File: src/rtl/sfx_defines.svh
// constants of the serial flash execute-in-place host controller
`ifndef SFX_DEFINES_SVH
`define SFX_DEFINES_SVH

// register byte offsets on the avalon slave
`define SFX_REG_CTRL        4'h0
`define SFX_REG_ADDR        4'h4
`define SFX_REG_STATUS      4'h8

// control register fields
`define SFX_CTRL_OP_LSB     0
`define SFX_CTRL_OP_MSB     2
`define SFX_CTRL_CONFIRM    3
`define SFX_CTRL_XIP_KNOWN  4
`define SFX_CTRL_BYTE_LSB   8
`define SFX_CTRL_BYTE_MSB   15

// status register fields
`define SFX_ST_BUSY         0
`define SFX_ST_POLL_OK      1
`define SFX_ST_FULL_OK      2
`define SFX_ST_XIP          3
`define SFX_ST_PE_READY     4
`define SFX_ST_REFUSED      5
`define SFX_ST_DATA_LSB     8

// flash command codes
`define SFX_CODE_RST_EN     8'h66
`define SFX_CODE_RST_MEM    8'h99
`define SFX_CODE_FAST_READ  8'h0B
`define SFX_CODE_WR_EN      8'h06
`define SFX_CODE_WR_VCFG    8'h81
`define SFX_CODE_RD_FLAG    8'h70
`define SFX_CODE_ALL_ONES   8'hFF
`define SFX_VCFG_XIP_BIT    3
`define SFX_FLAG_READY_BIT  7

// timing, clock 10 MHz
`define SFX_CLK_PERIOD_NS   100
`define SFX_T_POLL_US       100
`define SFX_T_FULL_US       150
`define SFX_T_GAP_NS        50
`define SFX_POLL_CYC        ((`SFX_T_POLL_US * 1000) / `SFX_CLK_PERIOD_NS)
`define SFX_FULL_CYC        ((`SFX_T_FULL_US * 1000) / `SFX_CLK_PERIOD_NS)
`define SFX_GAP_CYC         ((`SFX_T_GAP_NS + `SFX_CLK_PERIOD_NS - 1) / `SFX_CLK_PERIOD_NS)
`define SFX_DUMMY_CLKS      8
`define SFX_HALF_BIT        4

`endif

File: src/rtl/sfx_pkg.sv
// types of the serial flash execute-in-place host controller
package sfx_pkg;

  typedef enum logic [2:0] {
    SFX_OP_NONE,
    SFX_OP_CMD,
    SFX_OP_ARM,
    SFX_OP_XIP_READ,
    SFX_OP_POLL,
    SFX_OP_RESYNC,
    SFX_OP_RECOVER
  } sfx_op_type;

  // one select-low segment of a sequence
  typedef struct packed {
    logic        last;
    logic [5:0]  nclk;
    logic [47:0] tx;
  } sfx_seg_type;

  // pins driven toward the flash
  typedef struct packed {
    logic       sel_n;
    logic       sclk;
    logic [3:0] io_out;
    logic [3:0] io_oe;
  } sfx_pins_type;

endpackage

File: src/rtl/sfx_host.sv
// host controller that sequences a serial flash through xip, polling and recovery
//
// The Avalon-MM interface to the registers and the placing of the registers were chosen for this implementation.
`include "sfx_defines.svh"

module sfx_host
  import sfx_pkg::*;
(
  input  wire logic         clk,
  input  wire logic         resetn,
  input  wire logic [3:0]   avs_address,
  input  wire logic         avs_read,
  input  wire logic         avs_write,
  input  wire logic [31:0]  avs_writedata,
  output logic      [31:0]  avs_readdata,
  output logic              avs_waitrequest,
  input  wire logic [3:0]   flash_io_in,
  output sfx_pins_type      flash_pins
);

  typedef enum logic [1:0] {
    SFX_ST_IDLE,
    SFX_ST_GAP,
    SFX_ST_SHIFT
  } sfx_state_type;

  // length of burst n of the resync and recovery sequences
  function automatic logic [5:0] burst_len(input logic [3:0] idx);
    case (idx)
      4'h0:    burst_len = 6'h07;
      4'h1:    burst_len = 6'h09;
      4'h2:    burst_len = 6'h0D;
      4'h3:    burst_len = 6'h11;
      4'h4:    burst_len = 6'h19;
      default: burst_len = 6'h21;
    endcase
  endfunction

  // segment table: what one select-low period sends for each step of an operation
  function automatic sfx_seg_type seg_of(input sfx_op_type  op,
                                         input logic [3:0]  idx,
                                         input logic [23:0] addr,
                                         input logic [7:0]  cfg,
                                         input logic        confirm,
                                         input logic        in_xip);
    sfx_seg_type s;
    logic [7:0]  vcfg;
    s      = '{last: 1'b1, nclk: 6'h08, tx: {6{`SFX_CODE_ALL_ONES}}};
    vcfg   = cfg;
    vcfg[`SFX_VCFG_XIP_BIT] = 1'b0;
    case (op)
      SFX_OP_CMD: begin
        s.tx = {cfg, {5{`SFX_CODE_ALL_ONES}}};
      end
      SFX_OP_ARM: begin
        if (idx == 4'h0) begin
          s.last = 1'b0;
          s.tx   = {`SFX_CODE_WR_EN, {5{`SFX_CODE_ALL_ONES}}};
        end else begin
          s.nclk = 6'h10;
          s.tx   = {`SFX_CODE_WR_VCFG, vcfg, {4{`SFX_CODE_ALL_ONES}}};
        end
      end
      SFX_OP_XIP_READ: begin
        // confirm bit leads the dummy field, io 2 and 3 stay driven high, io 1 is not driven
        if (in_xip) begin
          s.nclk = 6'h28;
          s.tx   = {addr, confirm, 7'h7F, {2{`SFX_CODE_ALL_ONES}}};
        end else begin
          s.nclk = 6'h30;
          s.tx   = {`SFX_CODE_FAST_READ, addr, confirm, 7'h7F,
                    `SFX_CODE_ALL_ONES};
        end
      end
      SFX_OP_POLL: begin
        s.last = (idx == 4'h1);
        s.nclk = 6'h10;
        s.tx   = {`SFX_CODE_RD_FLAG, {5{`SFX_CODE_ALL_ONES}}};
      end
      SFX_OP_RESYNC: begin
        s.last = (idx == 4'h7);
        if (idx < 4'h6) begin
          s.nclk = burst_len(idx);
        end else if (idx == 4'h6) begin
          s.tx   = {`SFX_CODE_RST_EN, {5{`SFX_CODE_ALL_ONES}}};
        end else begin
          s.tx   = {`SFX_CODE_RST_MEM, {5{`SFX_CODE_ALL_ONES}}};
        end
      end
      SFX_OP_RECOVER: begin
        // bursts first, all-ones byte last: the order is fixed by the index
        s.last = (idx == 4'h6);
        if (idx < 4'h6) begin
          s.nclk = burst_len(idx);
        end                                                      // else
      end
      default: begin
        s.last = 1'b1;
      end
    endcase
    seg_of = s;
  endfunction

  // input synchroniser flops
  logic [3:0]    io_meta_q;
  logic [3:0]    io_sync_q;
  // bus slave state
  logic          wait_q, wait_d;
  logic [31:0]   rdata_q, rdata_d;

  // sequencer state
  sfx_state_type state_q, state_d;
  sfx_op_type    op_q, op_d;
  logic [3:0]    idx_q, idx_d;
  logic [2:0]    cnt_q, cnt_d;
  logic [5:0]    left_q, left_d;
  logic [47:0]   tx_q, tx_d;
  logic [7:0]    rx_q, rx_d;
  logic [7:0]    data_q, data_d;
  logic          sel_n_q, sel_n_d;
  logic          sclk_q, sclk_d;
  logic [23:0]   addr_q, addr_d;
  logic [7:0]    cfg_q, cfg_d;
  logic          confirm_q, confirm_d;
  logic          xip_q, xip_d;
  logic          ready_q, ready_d;
  logic          refused_q, refused_d;
  logic [10:0]   up_cnt_q, up_cnt_d;
  logic          poll_ok_q, poll_ok_d;
  logic          full_ok_q, full_ok_d;
  logic [1:0]    gap_q, gap_d;
  sfx_seg_type   seg;
  sfx_op_type    wr_op;
  logic          wr_ctrl;
  logic          op_allowed;
  logic          busy;
  // io lines cross from the flash into our clock: two flops, only the second reads the first
  always_ff @(posedge clk or negedge resetn) begin
    if (!resetn) begin
      io_meta_q <= 4'h0;
      io_sync_q <= 4'h0;
    end else begin
      io_meta_q <= flash_io_in;
      io_sync_q <= io_meta_q;
    end
  end
  assign busy    = (state_q != SFX_ST_IDLE);
  assign seg     = seg_of(op_q, idx_q, addr_q, cfg_q, confirm_q, xip_q);
  assign wr_op   = sfx_op_type'(avs_writedata[`SFX_CTRL_OP_MSB:`SFX_CTRL_OP_LSB]);
  assign wr_ctrl = avs_write && !wait_q && (avs_address == `SFX_REG_CTRL);
  // polling may start earlier than everything else after power-up
  always_comb begin
    if (wr_op == SFX_OP_POLL) begin
      op_allowed = poll_ok_q;
    end else begin
      op_allowed = full_ok_q;
    end
  end
  // next values of bus slave and sequencer
  always_comb begin
    wait_d    = 1'b1;
    rdata_d   = rdata_q;
    state_d   = state_q;
    op_d      = op_q;
    idx_d     = idx_q;
    cnt_d     = cnt_q;
    left_d    = left_q;
    tx_d      = tx_q;
    rx_d      = rx_q;
    data_d    = data_q;
    sel_n_d   = sel_n_q;
    sclk_d    = sclk_q;
    addr_d    = addr_q;
    cfg_d     = cfg_q;
    confirm_d = confirm_q;
    xip_d     = xip_q;
    ready_d   = ready_q;
    refused_d = refused_q;
    up_cnt_d  = up_cnt_q;
    poll_ok_d = poll_ok_q;
    full_ok_d = full_ok_q;
    gap_d     = gap_q;

    // power-up windows counted from our reset release
    if (!full_ok_q) begin
      up_cnt_d = up_cnt_q + 11'h001;
    end
    if (up_cnt_q == 11'(`SFX_POLL_CYC)) begin
      poll_ok_d = 1'b1;
    end
    if (up_cnt_q == 11'(`SFX_FULL_CYC)) begin
      full_ok_d = 1'b1;
    end

    // one wait cycle per access, then the answer stands for one edge
    if ((avs_read || avs_write) && wait_q) begin
      wait_d = 1'b0;
      case (avs_address)
        `SFX_REG_CTRL:   rdata_d = {16'h0000, cfg_q, 4'h0, confirm_q, op_q};
        `SFX_REG_ADDR:   rdata_d = {8'h00, addr_q};
        `SFX_REG_STATUS: rdata_d = {16'h0000, data_q, 2'b00, refused_q, ready_q,
                                    xip_q, full_ok_q, poll_ok_q, busy};
        default:         rdata_d = 32'h0000_0000;
      endcase
    end

    if (avs_write && !wait_q && (avs_address == `SFX_REG_ADDR) && !busy) begin
      addr_d = avs_writedata[23:0];
    end

    // a new order is refused while busy or before its power-up window
    if (wr_ctrl) begin
      if (busy || (wr_op != SFX_OP_NONE && !op_allowed)) begin
        refused_d = 1'b1;
      end else begin
        refused_d = 1'b0;
        cfg_d     = avs_writedata[`SFX_CTRL_BYTE_MSB:`SFX_CTRL_BYTE_LSB];
        confirm_d = avs_writedata[`SFX_CTRL_CONFIRM];
        if (avs_writedata[`SFX_CTRL_XIP_KNOWN]) begin
          xip_d = 1'b1;
        end
        if (wr_op != SFX_OP_NONE) begin
          op_d    = wr_op;
          idx_d   = 4'h0;
          gap_d   = 2'(`SFX_GAP_CYC);
          state_d = SFX_ST_GAP;
          if (wr_op == SFX_OP_POLL) begin
            ready_d = 1'b1;
          end
        end
      end
    end

    case (state_q)
      SFX_ST_IDLE: begin
        sel_n_d = 1'b1;
        sclk_d  = 1'b0;
      end
      SFX_ST_GAP: begin
        // select stays high at least the minimum deselect gap
        if (gap_q > 2'd1) begin
          gap_d = gap_q - 2'd1;
        end else begin
          sel_n_d = 1'b0;
          tx_d    = seg.tx;
          left_d  = seg.nclk;
          cnt_d   = 3'd0;
          state_d = SFX_ST_SHIFT;
        end
      end
      SFX_ST_SHIFT: begin
        cnt_d  = cnt_q + 3'd1;
        sclk_d = (cnt_d >= 3'(`SFX_HALF_BIT));
        if (cnt_q == 3'd7) begin
          // sample late in the high half, the device changes data after falling edge
          rx_d   = {rx_q[6:0], io_sync_q[1]};
          tx_d   = {tx_q[46:0], 1'b1};
          left_d = left_q - 6'd1;
          if (left_q == 6'd1) begin
            // select rises before any further clock edge
            sel_n_d = 1'b1;
            data_d  = rx_d;
            gap_d   = 2'(`SFX_GAP_CYC);
            if (op_q == SFX_OP_POLL) begin
              ready_d = ready_q & rx_d[`SFX_FLAG_READY_BIT];
            end
            if (op_q == SFX_OP_XIP_READ) begin
              xip_d = !confirm_q;
            end
            if (op_q == SFX_OP_RESYNC || op_q == SFX_OP_RECOVER) begin
              xip_d = 1'b0;
            end
            if (seg.last) begin
              state_d = SFX_ST_IDLE;
            end else begin
              idx_d   = idx_q + 4'h1;
              state_d = SFX_ST_GAP;
            end
          end
        end
      end
      default: begin
        state_d = SFX_ST_IDLE;
      end
    endcase
  end
  // registers of bus slave and sequencer
  always_ff @(posedge clk or negedge resetn) begin
    if (!resetn) begin
      wait_q    <= 1'b1;
      rdata_q   <= 32'h0000_0000;
      state_q   <= SFX_ST_IDLE;
      op_q      <= SFX_OP_NONE;
      idx_q     <= 4'h0;
      cnt_q     <= 3'd0;
      left_q    <= 6'h00;
      tx_q      <= {48{1'b1}};
      rx_q      <= 8'h00;
      data_q    <= 8'h00;
      sel_n_q   <= 1'b1;
      sclk_q    <= 1'b0;
      addr_q    <= 24'h00_0000;
      cfg_q     <= 8'h00;
      confirm_q <= 1'b1;
      xip_q     <= 1'b0;
      ready_q   <= 1'b0;
      refused_q <= 1'b0;
      up_cnt_q  <= 11'h000;
      poll_ok_q <= 1'b0;
      full_ok_q <= 1'b0;
      gap_q     <= 2'd0;
    end else begin
      wait_q    <= wait_d;
      rdata_q   <= rdata_d;
      state_q   <= state_d;
      op_q      <= op_d;
      idx_q     <= idx_d;
      cnt_q     <= cnt_d;
      left_q    <= left_d;
      tx_q      <= tx_d;
      rx_q      <= rx_d;
      data_q    <= data_d;
      sel_n_q   <= sel_n_d;
      sclk_q    <= sclk_d;
      addr_q    <= addr_d;
      cfg_q     <= cfg_d;
      confirm_q <= confirm_d;
      xip_q     <= xip_d;
      ready_q   <= ready_d;
      refused_q <= refused_d;
      up_cnt_q  <= up_cnt_d;
      poll_ok_q <= poll_ok_d;
      full_ok_q <= full_ok_d;
      gap_q     <= gap_d;
    end
  end
  // io 0 carries serial data, io 2 and 3 held high, io 1 left to the flash
  assign flash_pins.sel_n  = sel_n_q;
  assign flash_pins.sclk   = sclk_q;
  assign flash_pins.io_out = {2'b11, 1'b0, tx_q[47]};
  assign flash_pins.io_oe  = 4'b1101;
  assign avs_readdata      = rdata_q;
  assign avs_waitrequest   = wait_q;
endmodule

File: config.mk
export PLATFORM = sky130hd
export DESIGN_NAME = sfx_host
export DESIGN_NICKNAME = d
export VERILOG_FILES = /design/src/rtl/sfx_pkg.sv /design/src/rtl/sfx_host.sv
export VERILOG_INCLUDE_DIRS = /design/src /design/src/rtl
export SDC_FILE = /design/constraint.sdc
export NUM_CORES = 1
export LEC_CHECK = 0
export ABC_AREA = 1
export ABC_CLOCK_PERIOD_IN_PS = 1700
export BUFFER_PORTS_ARGS = -buffer_cell sky130_fd_sc_hd__buf_4
export CORE_UTILIZATION = 55
export CTS_BUF_LIST = sky130_fd_sc_hd__clkbuf_4
export CTS_CLUSTER_DIAMETER = 80
export CTS_CLUSTER_SIZE = 24
export DETAILED_ROUTE_END_ITERATION = 16
export GPL_ROUTABILITY_DRIVEN = 1
export PLACE_DENSITY_LB_ADDON = 0.12
export SYNTH_ARGS = -nofsm -noshare
export SYNTH_HDL_FRONTEND = slang
export SYNTH_SLANG_ARGS = --single-unit
File: constraint.sdc
create_clock -name clk -period 1.7 [get_ports clk]
set_clock_uncertainty 0.05 [all_clocks]
set_input_delay 0.34 -clock clk [delete_from_list [all_inputs] [get_ports clk]]
set_output_delay 0.34 -clock clk [all_outputs]
set_load 0.05 [all_outputs]
**Yosys cells after proc, flatten, opt, wreduce, memory -nomap -nowiden**

Index checks and enable logic that the tools add are counted.

- Add/sub/neg operators: 5
- Div/mod/pow operators: 0
- Shift-type cells: 0
- Bitwise gates (word level): 2
- Multiplexer cells: 66
- Reduce and logical (&&, ||, !) cells: 29
- Equal/unequal tests: 24
- Multipliers: 0
- Magnitude comparators: 3

Operators with widths:

| kind | count |
|---|---|
| 48-bit two-way mux | 5 |
| 48-bit one-hot mux with 5 select lines | 1 |
| 48-bit one-hot mux with 2 select lines | 1 |
| 24-bit one-hot mux with 3 select lines | 1 |
| 53-bit two-way mux | 1 |
| 6-bit one-hot mux with 5 select lines | 1 |
| 4-bit two-way mux | 7 |
| 1-bit two-way mux | 24 |
| 2-bit two-way mux | 12 |
| 6-bit one-hot mux with 4 select lines | 1 |
| 6-bit two-way mux | 3 |
| 4-bit by 3-bit equality test with 1-bit output (second input constant) | 4 |
| 3-bit equality test (second input constant) | 5 |
| 6-bit one-hot mux with 2 select lines | 1 |
| 11-bit by 1-bit adder with 11-bit output (second input constant) | 1 |
| 11-bit by 10-bit equality test with 1-bit output (second input constant) | 1 |
| 11-bit equality test (second input constant) | 1 |
| 3-bit AND reduction | 3 |
| 4-bit by 2-bit equality test with 1-bit output (second input constant) | 2 |
| 4-bit zero test | 2 |
| 3-bit by 2-bit equality test with 1-bit output (second input constant) | 2 |
| 6-bit by 1-bit equality test with 1-bit output (second input constant) | 1 |
| 1-bit logical AND | 6 |
| 2-bit inequality test (second input constant) | 3 |
| 30 further kinds | 40 |

- Bits in registers: 171
- Bits in read-only memories: 0
- Memories kept: 0
- Memory bits (writable): 0
- Word-level logic and storage cells: 153
- Bits in latches: 0
- Bits of input ports: 44

**Longest topological paths before layout**

- Depth in word-level cells: 12
- Depth in mapped cells: 11
- Gate-level depth less buffers: 11

**Worst setup path after synthesis**

OpenSTA, ideal clock, no wires.

- Path type: register to register
- Start point: register state_q[1]
- End point: register tx_q[15]
- Arrival: 1.545 ns
- Slack: 0.026 ns
- Stages on the path, launching flop included: 10
- Cells stage by stage: dfrtp_1 > inv_1 > ha_1 > nand2_1 > o21ai_2 > nor2_4 > inv_2 > buf_2 > nor3_1 > nor2_1

- Longest elaborated chain between the ends: 3

Ends and longest elaborated chain:

| item | RTL line | text |
|---|---|---|
| from (decl) | sfx_host.sv:112 | `sfx_state_type state_q, state_d;` |
| from (signal assigned) | sfx_host.sv:315 | `state_q <= state_d;` |
| 2-bit equality test / 2-bit by 1-bit equality test with 1-bit output (equally long branches) | sfx_host.sv:234 | `case (state_q)` |
| 2-bit inequality test (no line) / 2-bit nonzero test (equally long branches) | -- |  |
| 3-bit AND reduction (no line) | -- |  |
| to (signal assigned) | sfx_host.sv:297 | `tx_q <= {48{1'b1}};` |
| to (signal assigned) | sfx_host.sv:320 | `tx_q <= tx_d;` |
| to (decl) | sfx_host.sv:117 | `logic [47:0] tx_q, tx_d;` |

Parallel ways exist; a longest one is shown, timed or not.
A chain may end at the register's enable or synchronous reset.

**Final worst setup path**

- Start point: register state_q[1]
- End point: register tx_q[30]

Same word-level chain as after synthesis.

==> out/metrics.yaml <==
setup_path:
  crit_type: "register to register"
  crit_required_ns: 2.17
  arrival_ns: 2.16
  critPathLaunchType: "register"
  cp_max_fo: 21
  cp-end-kind: "register"
routing:
  drtIter0Drc: 612
  num_vias: 6837
  drtPass1Iterations: 7
  drc: 0
  wl_per_cell_um: 15.8
  drt-total-wl_mm: 20.5
  ant_nets: 0
  routed_via_density: 5.29
floorplanning:
  die_area_mm2: 0.0145
  fp.dieH_um: 120
  die_x_um: 120
  core_region_area_mm2: 0.0135
  num_rows: 42
  ios: 87
  start_util_pct: 57.4
clock_tree:
  numCtsBuffers: 17
  root_buffer: "clkbuf_4"
  clock_sinks: 146
  clk_pin_slew_ns: 0.12
  clockBufferDepth: 2
  clk-insertion-delay-late_ns: 0.59
  cts_tree: "yes"
  h-tree-depth: 4
yosys:
  ys_warn_count: 0
  synth_seq_cells: 146
  synth-edff-count: 0
  async_flop_share_pct: 100
  ys_types: 45
  syn_inst: 964
  synth-seq-area-share_pct: 47.9
  avgSynthCellArea_um2: 8.01
  synth_area_mm2: 0.00772
  synth-main-ff-cell: "dfrtp_1"
sta:
  hold_slack_ns: 0.0281
  finalSetupViolations: 0
  rsz0062_at_grt: "true"
  hold_viol: 0
  drv_slew: 0
  fmax_ghz: 0.592
  finalCritPeriodShare_pct: 99.4
  min_period_ns: 1.69
  setup_slack_ns: 0.0101
min_path:
  hold_path.class: "input port to register"
place:
  io_buffers: 60
  hpwl_mm: 14.3
  pre_cts_ws_ns: -0.112
  gp_congestion: 0.920
  dpl.cell_count: 1224
pwr:
  p_leak_nw: 4.73
  p_per_area_mw_per_mm2: 1260
  ir_worst_vdd_mv: 0.993
finish:
  drive_above_1_share_pct: 25.6
  num-nets-final: 1164
  fin_cells: 1293
  multiInputGateArea_mm2: 0.00353
  seq_area_mm2: 0.00370
  fillers: 1106
  post-route-util_pct: 71.6
  syn_to_final_growth_pct: 24.8
global_route:
  use_met1_pct: 39.5
  grt_start_max_net_pins: 49
  grt_util_met3_pct: 6.04
  grt.overflow.total: 0
  grt_antenna_before_repair: 1
  met2_usage_pct: 49.1
  grt.busiest_layer: "met2"
  grt_pass1_vias: 6564
  grtUsageTotal_pct: 29.7
  grt_pass1_wl_mm: 32.8
run_status:
  outcome: "finished clean"
flow_run:
  drv_cap: 0
power by group:
part	total [mW]	internal (mW)	switching [mW]	leakage, nW
sequential	5.05	4.50	0.551	1.74
clock	2.50	1.18	1.32	0.164
combinational	4.56	1.77	2.79	2.82
total	12.1	7.45	4.66	4.73
area by class of cell:
type	instances	area share, %
repair buffers	156	14.6
clock buffers	18	1.40
clock inverters	14	1.93
inverters	112	4.60
well taps	176	2.28
multi-input cells	669	36.7
flip-flops and latches	146	38.4
repair inverters	1	0.0779
diodes	1	0.0260
kinds of logic (layout without fill, tap and decap cells):
group                    Yosys count  after routing  share of synthesized area, %
multiplexers                       1              1                         0.146
flip-flops                       146            146                          47.9
AO/OA/AOI/OAI                    199            199                          14.1
other                              2             16                        0.0972
AND/OR/NAND/NOR                  425            425                          23.8
buffers and inverters            162            301                          9.79
XOR/XNOR                          12             12                          1.36
adder cells (fa/ha/maj)           17             17                          2.75
cell usage in the layout (no fill, tap or decap), types with 18 or more instances in the layout:
cell type / count
nand2_1: 217
nor2_1: 116
buf_4: 112
dfrtp_1: 107
inv_1: 96
a21oi_1: 73
o21ai_0: 68
dfstp_2: 36
nand3_1: 30
dlygate4sd3_1: 25
clkbuf_4: 18
critical path, stage by stage, from the launching register on:
cell	delay, ns
dfrtp_1	0.46
ha_4	0.21
buf_4	0.14
o21ai_2	0.19
nor2_4	0.07
inv_4	0.12
buf_12	0.17
a21oi_1	0.05
a21oi_1	0.15
timing repair:
action | CTS | global route
endpoints found under the setup margin | 57 | 68
gates cloned | 2 | 1
resized for setup | 25 | 59
pin swaps | 4 | 16
hold buffers | 25 | 0
setup buffers | 6 | 2
endpoints found under the hold margin | 151 | 0
worst paths after layout:
kind,start,end,slack (ns),depth (start not counted)
worst min register to register,io_meta_q[1],io_sync_q[1],0.32,0
worst max register to register,state_q[1],tx_q[30],0.01,8
worst max-delay path,state_q[1],tx_q[30],0.01,8
min in group asynchronous,resetn,avs_readdata[21],0.13,2
max in group asynchronous,resetn,tx_q[30],0.90,3
worst min-delay path,avs_writedata[2],addr_q[2],0.03,3
registers in the layout, summed over array words and instances (netlist names), 2 cells and up:
register and count:
tx_q 33, addr_q 24, avs_readdata 24, up_cnt_q 11, cfg_q 8, data_q 8, rx_q 7, left_q 6
idx_q 4, cnt_q 3, op_q 3, gap_q 2, state_q 2
stage by stage:
step	instance area (µm²)	power, mW	TNS (ns)
finish	9640	12.1	0
global route	9640	12.9	-2.45
CTS	9410	11.9	-0.0417
detailed placement	8670	9.15	-1.02
global placement	8670	9.03	-0.205
floorplan	7770	7.77	0
metal layers:
metal  up-vias  share of wire, %
met4         0               1.8
met5         -                 0
li1       3353                 -
met3        31               5.6
met2       199                49
met1      3254                44
synthesized netlist by cell type (2+ instances only):
master	instances	area share, %
nand2_1	227	11
nor2_1	120	5.8
dfrtp_1	110	36
inv_1	103	5.0
a21oi_1	78	5.1
o21ai_0	76	4.9
nand3_1	38	2.5
dfstp_2	36	12
buf_4	24	2.3
ha_1	17	2.8
o31ai_1	14	1.4
buf_2	12	0.78
clkbuf_1	10	0.49
xor2_1	9	1.0
o21ai_1	8	0.52
nand2_2	7	0.57
nand4_1	6	0.49
nor2_4	6	0.87
o2111ai_1	6	0.68
o22ai_1	6	0.49
inv_2	5	0.24
nor3_1	5	0.32
o211ai_1	5	0.49
nand2_4	4	0.58
buf_6	3	0.44
nand3_2	3	0.39
nor2_2	3	0.24
xnor2_1	3	0.34
a22oi_1	2	0.19
conb_1	2	0.097
o21bai_1	2	0.19
Power figures use the tool's default switching activity.
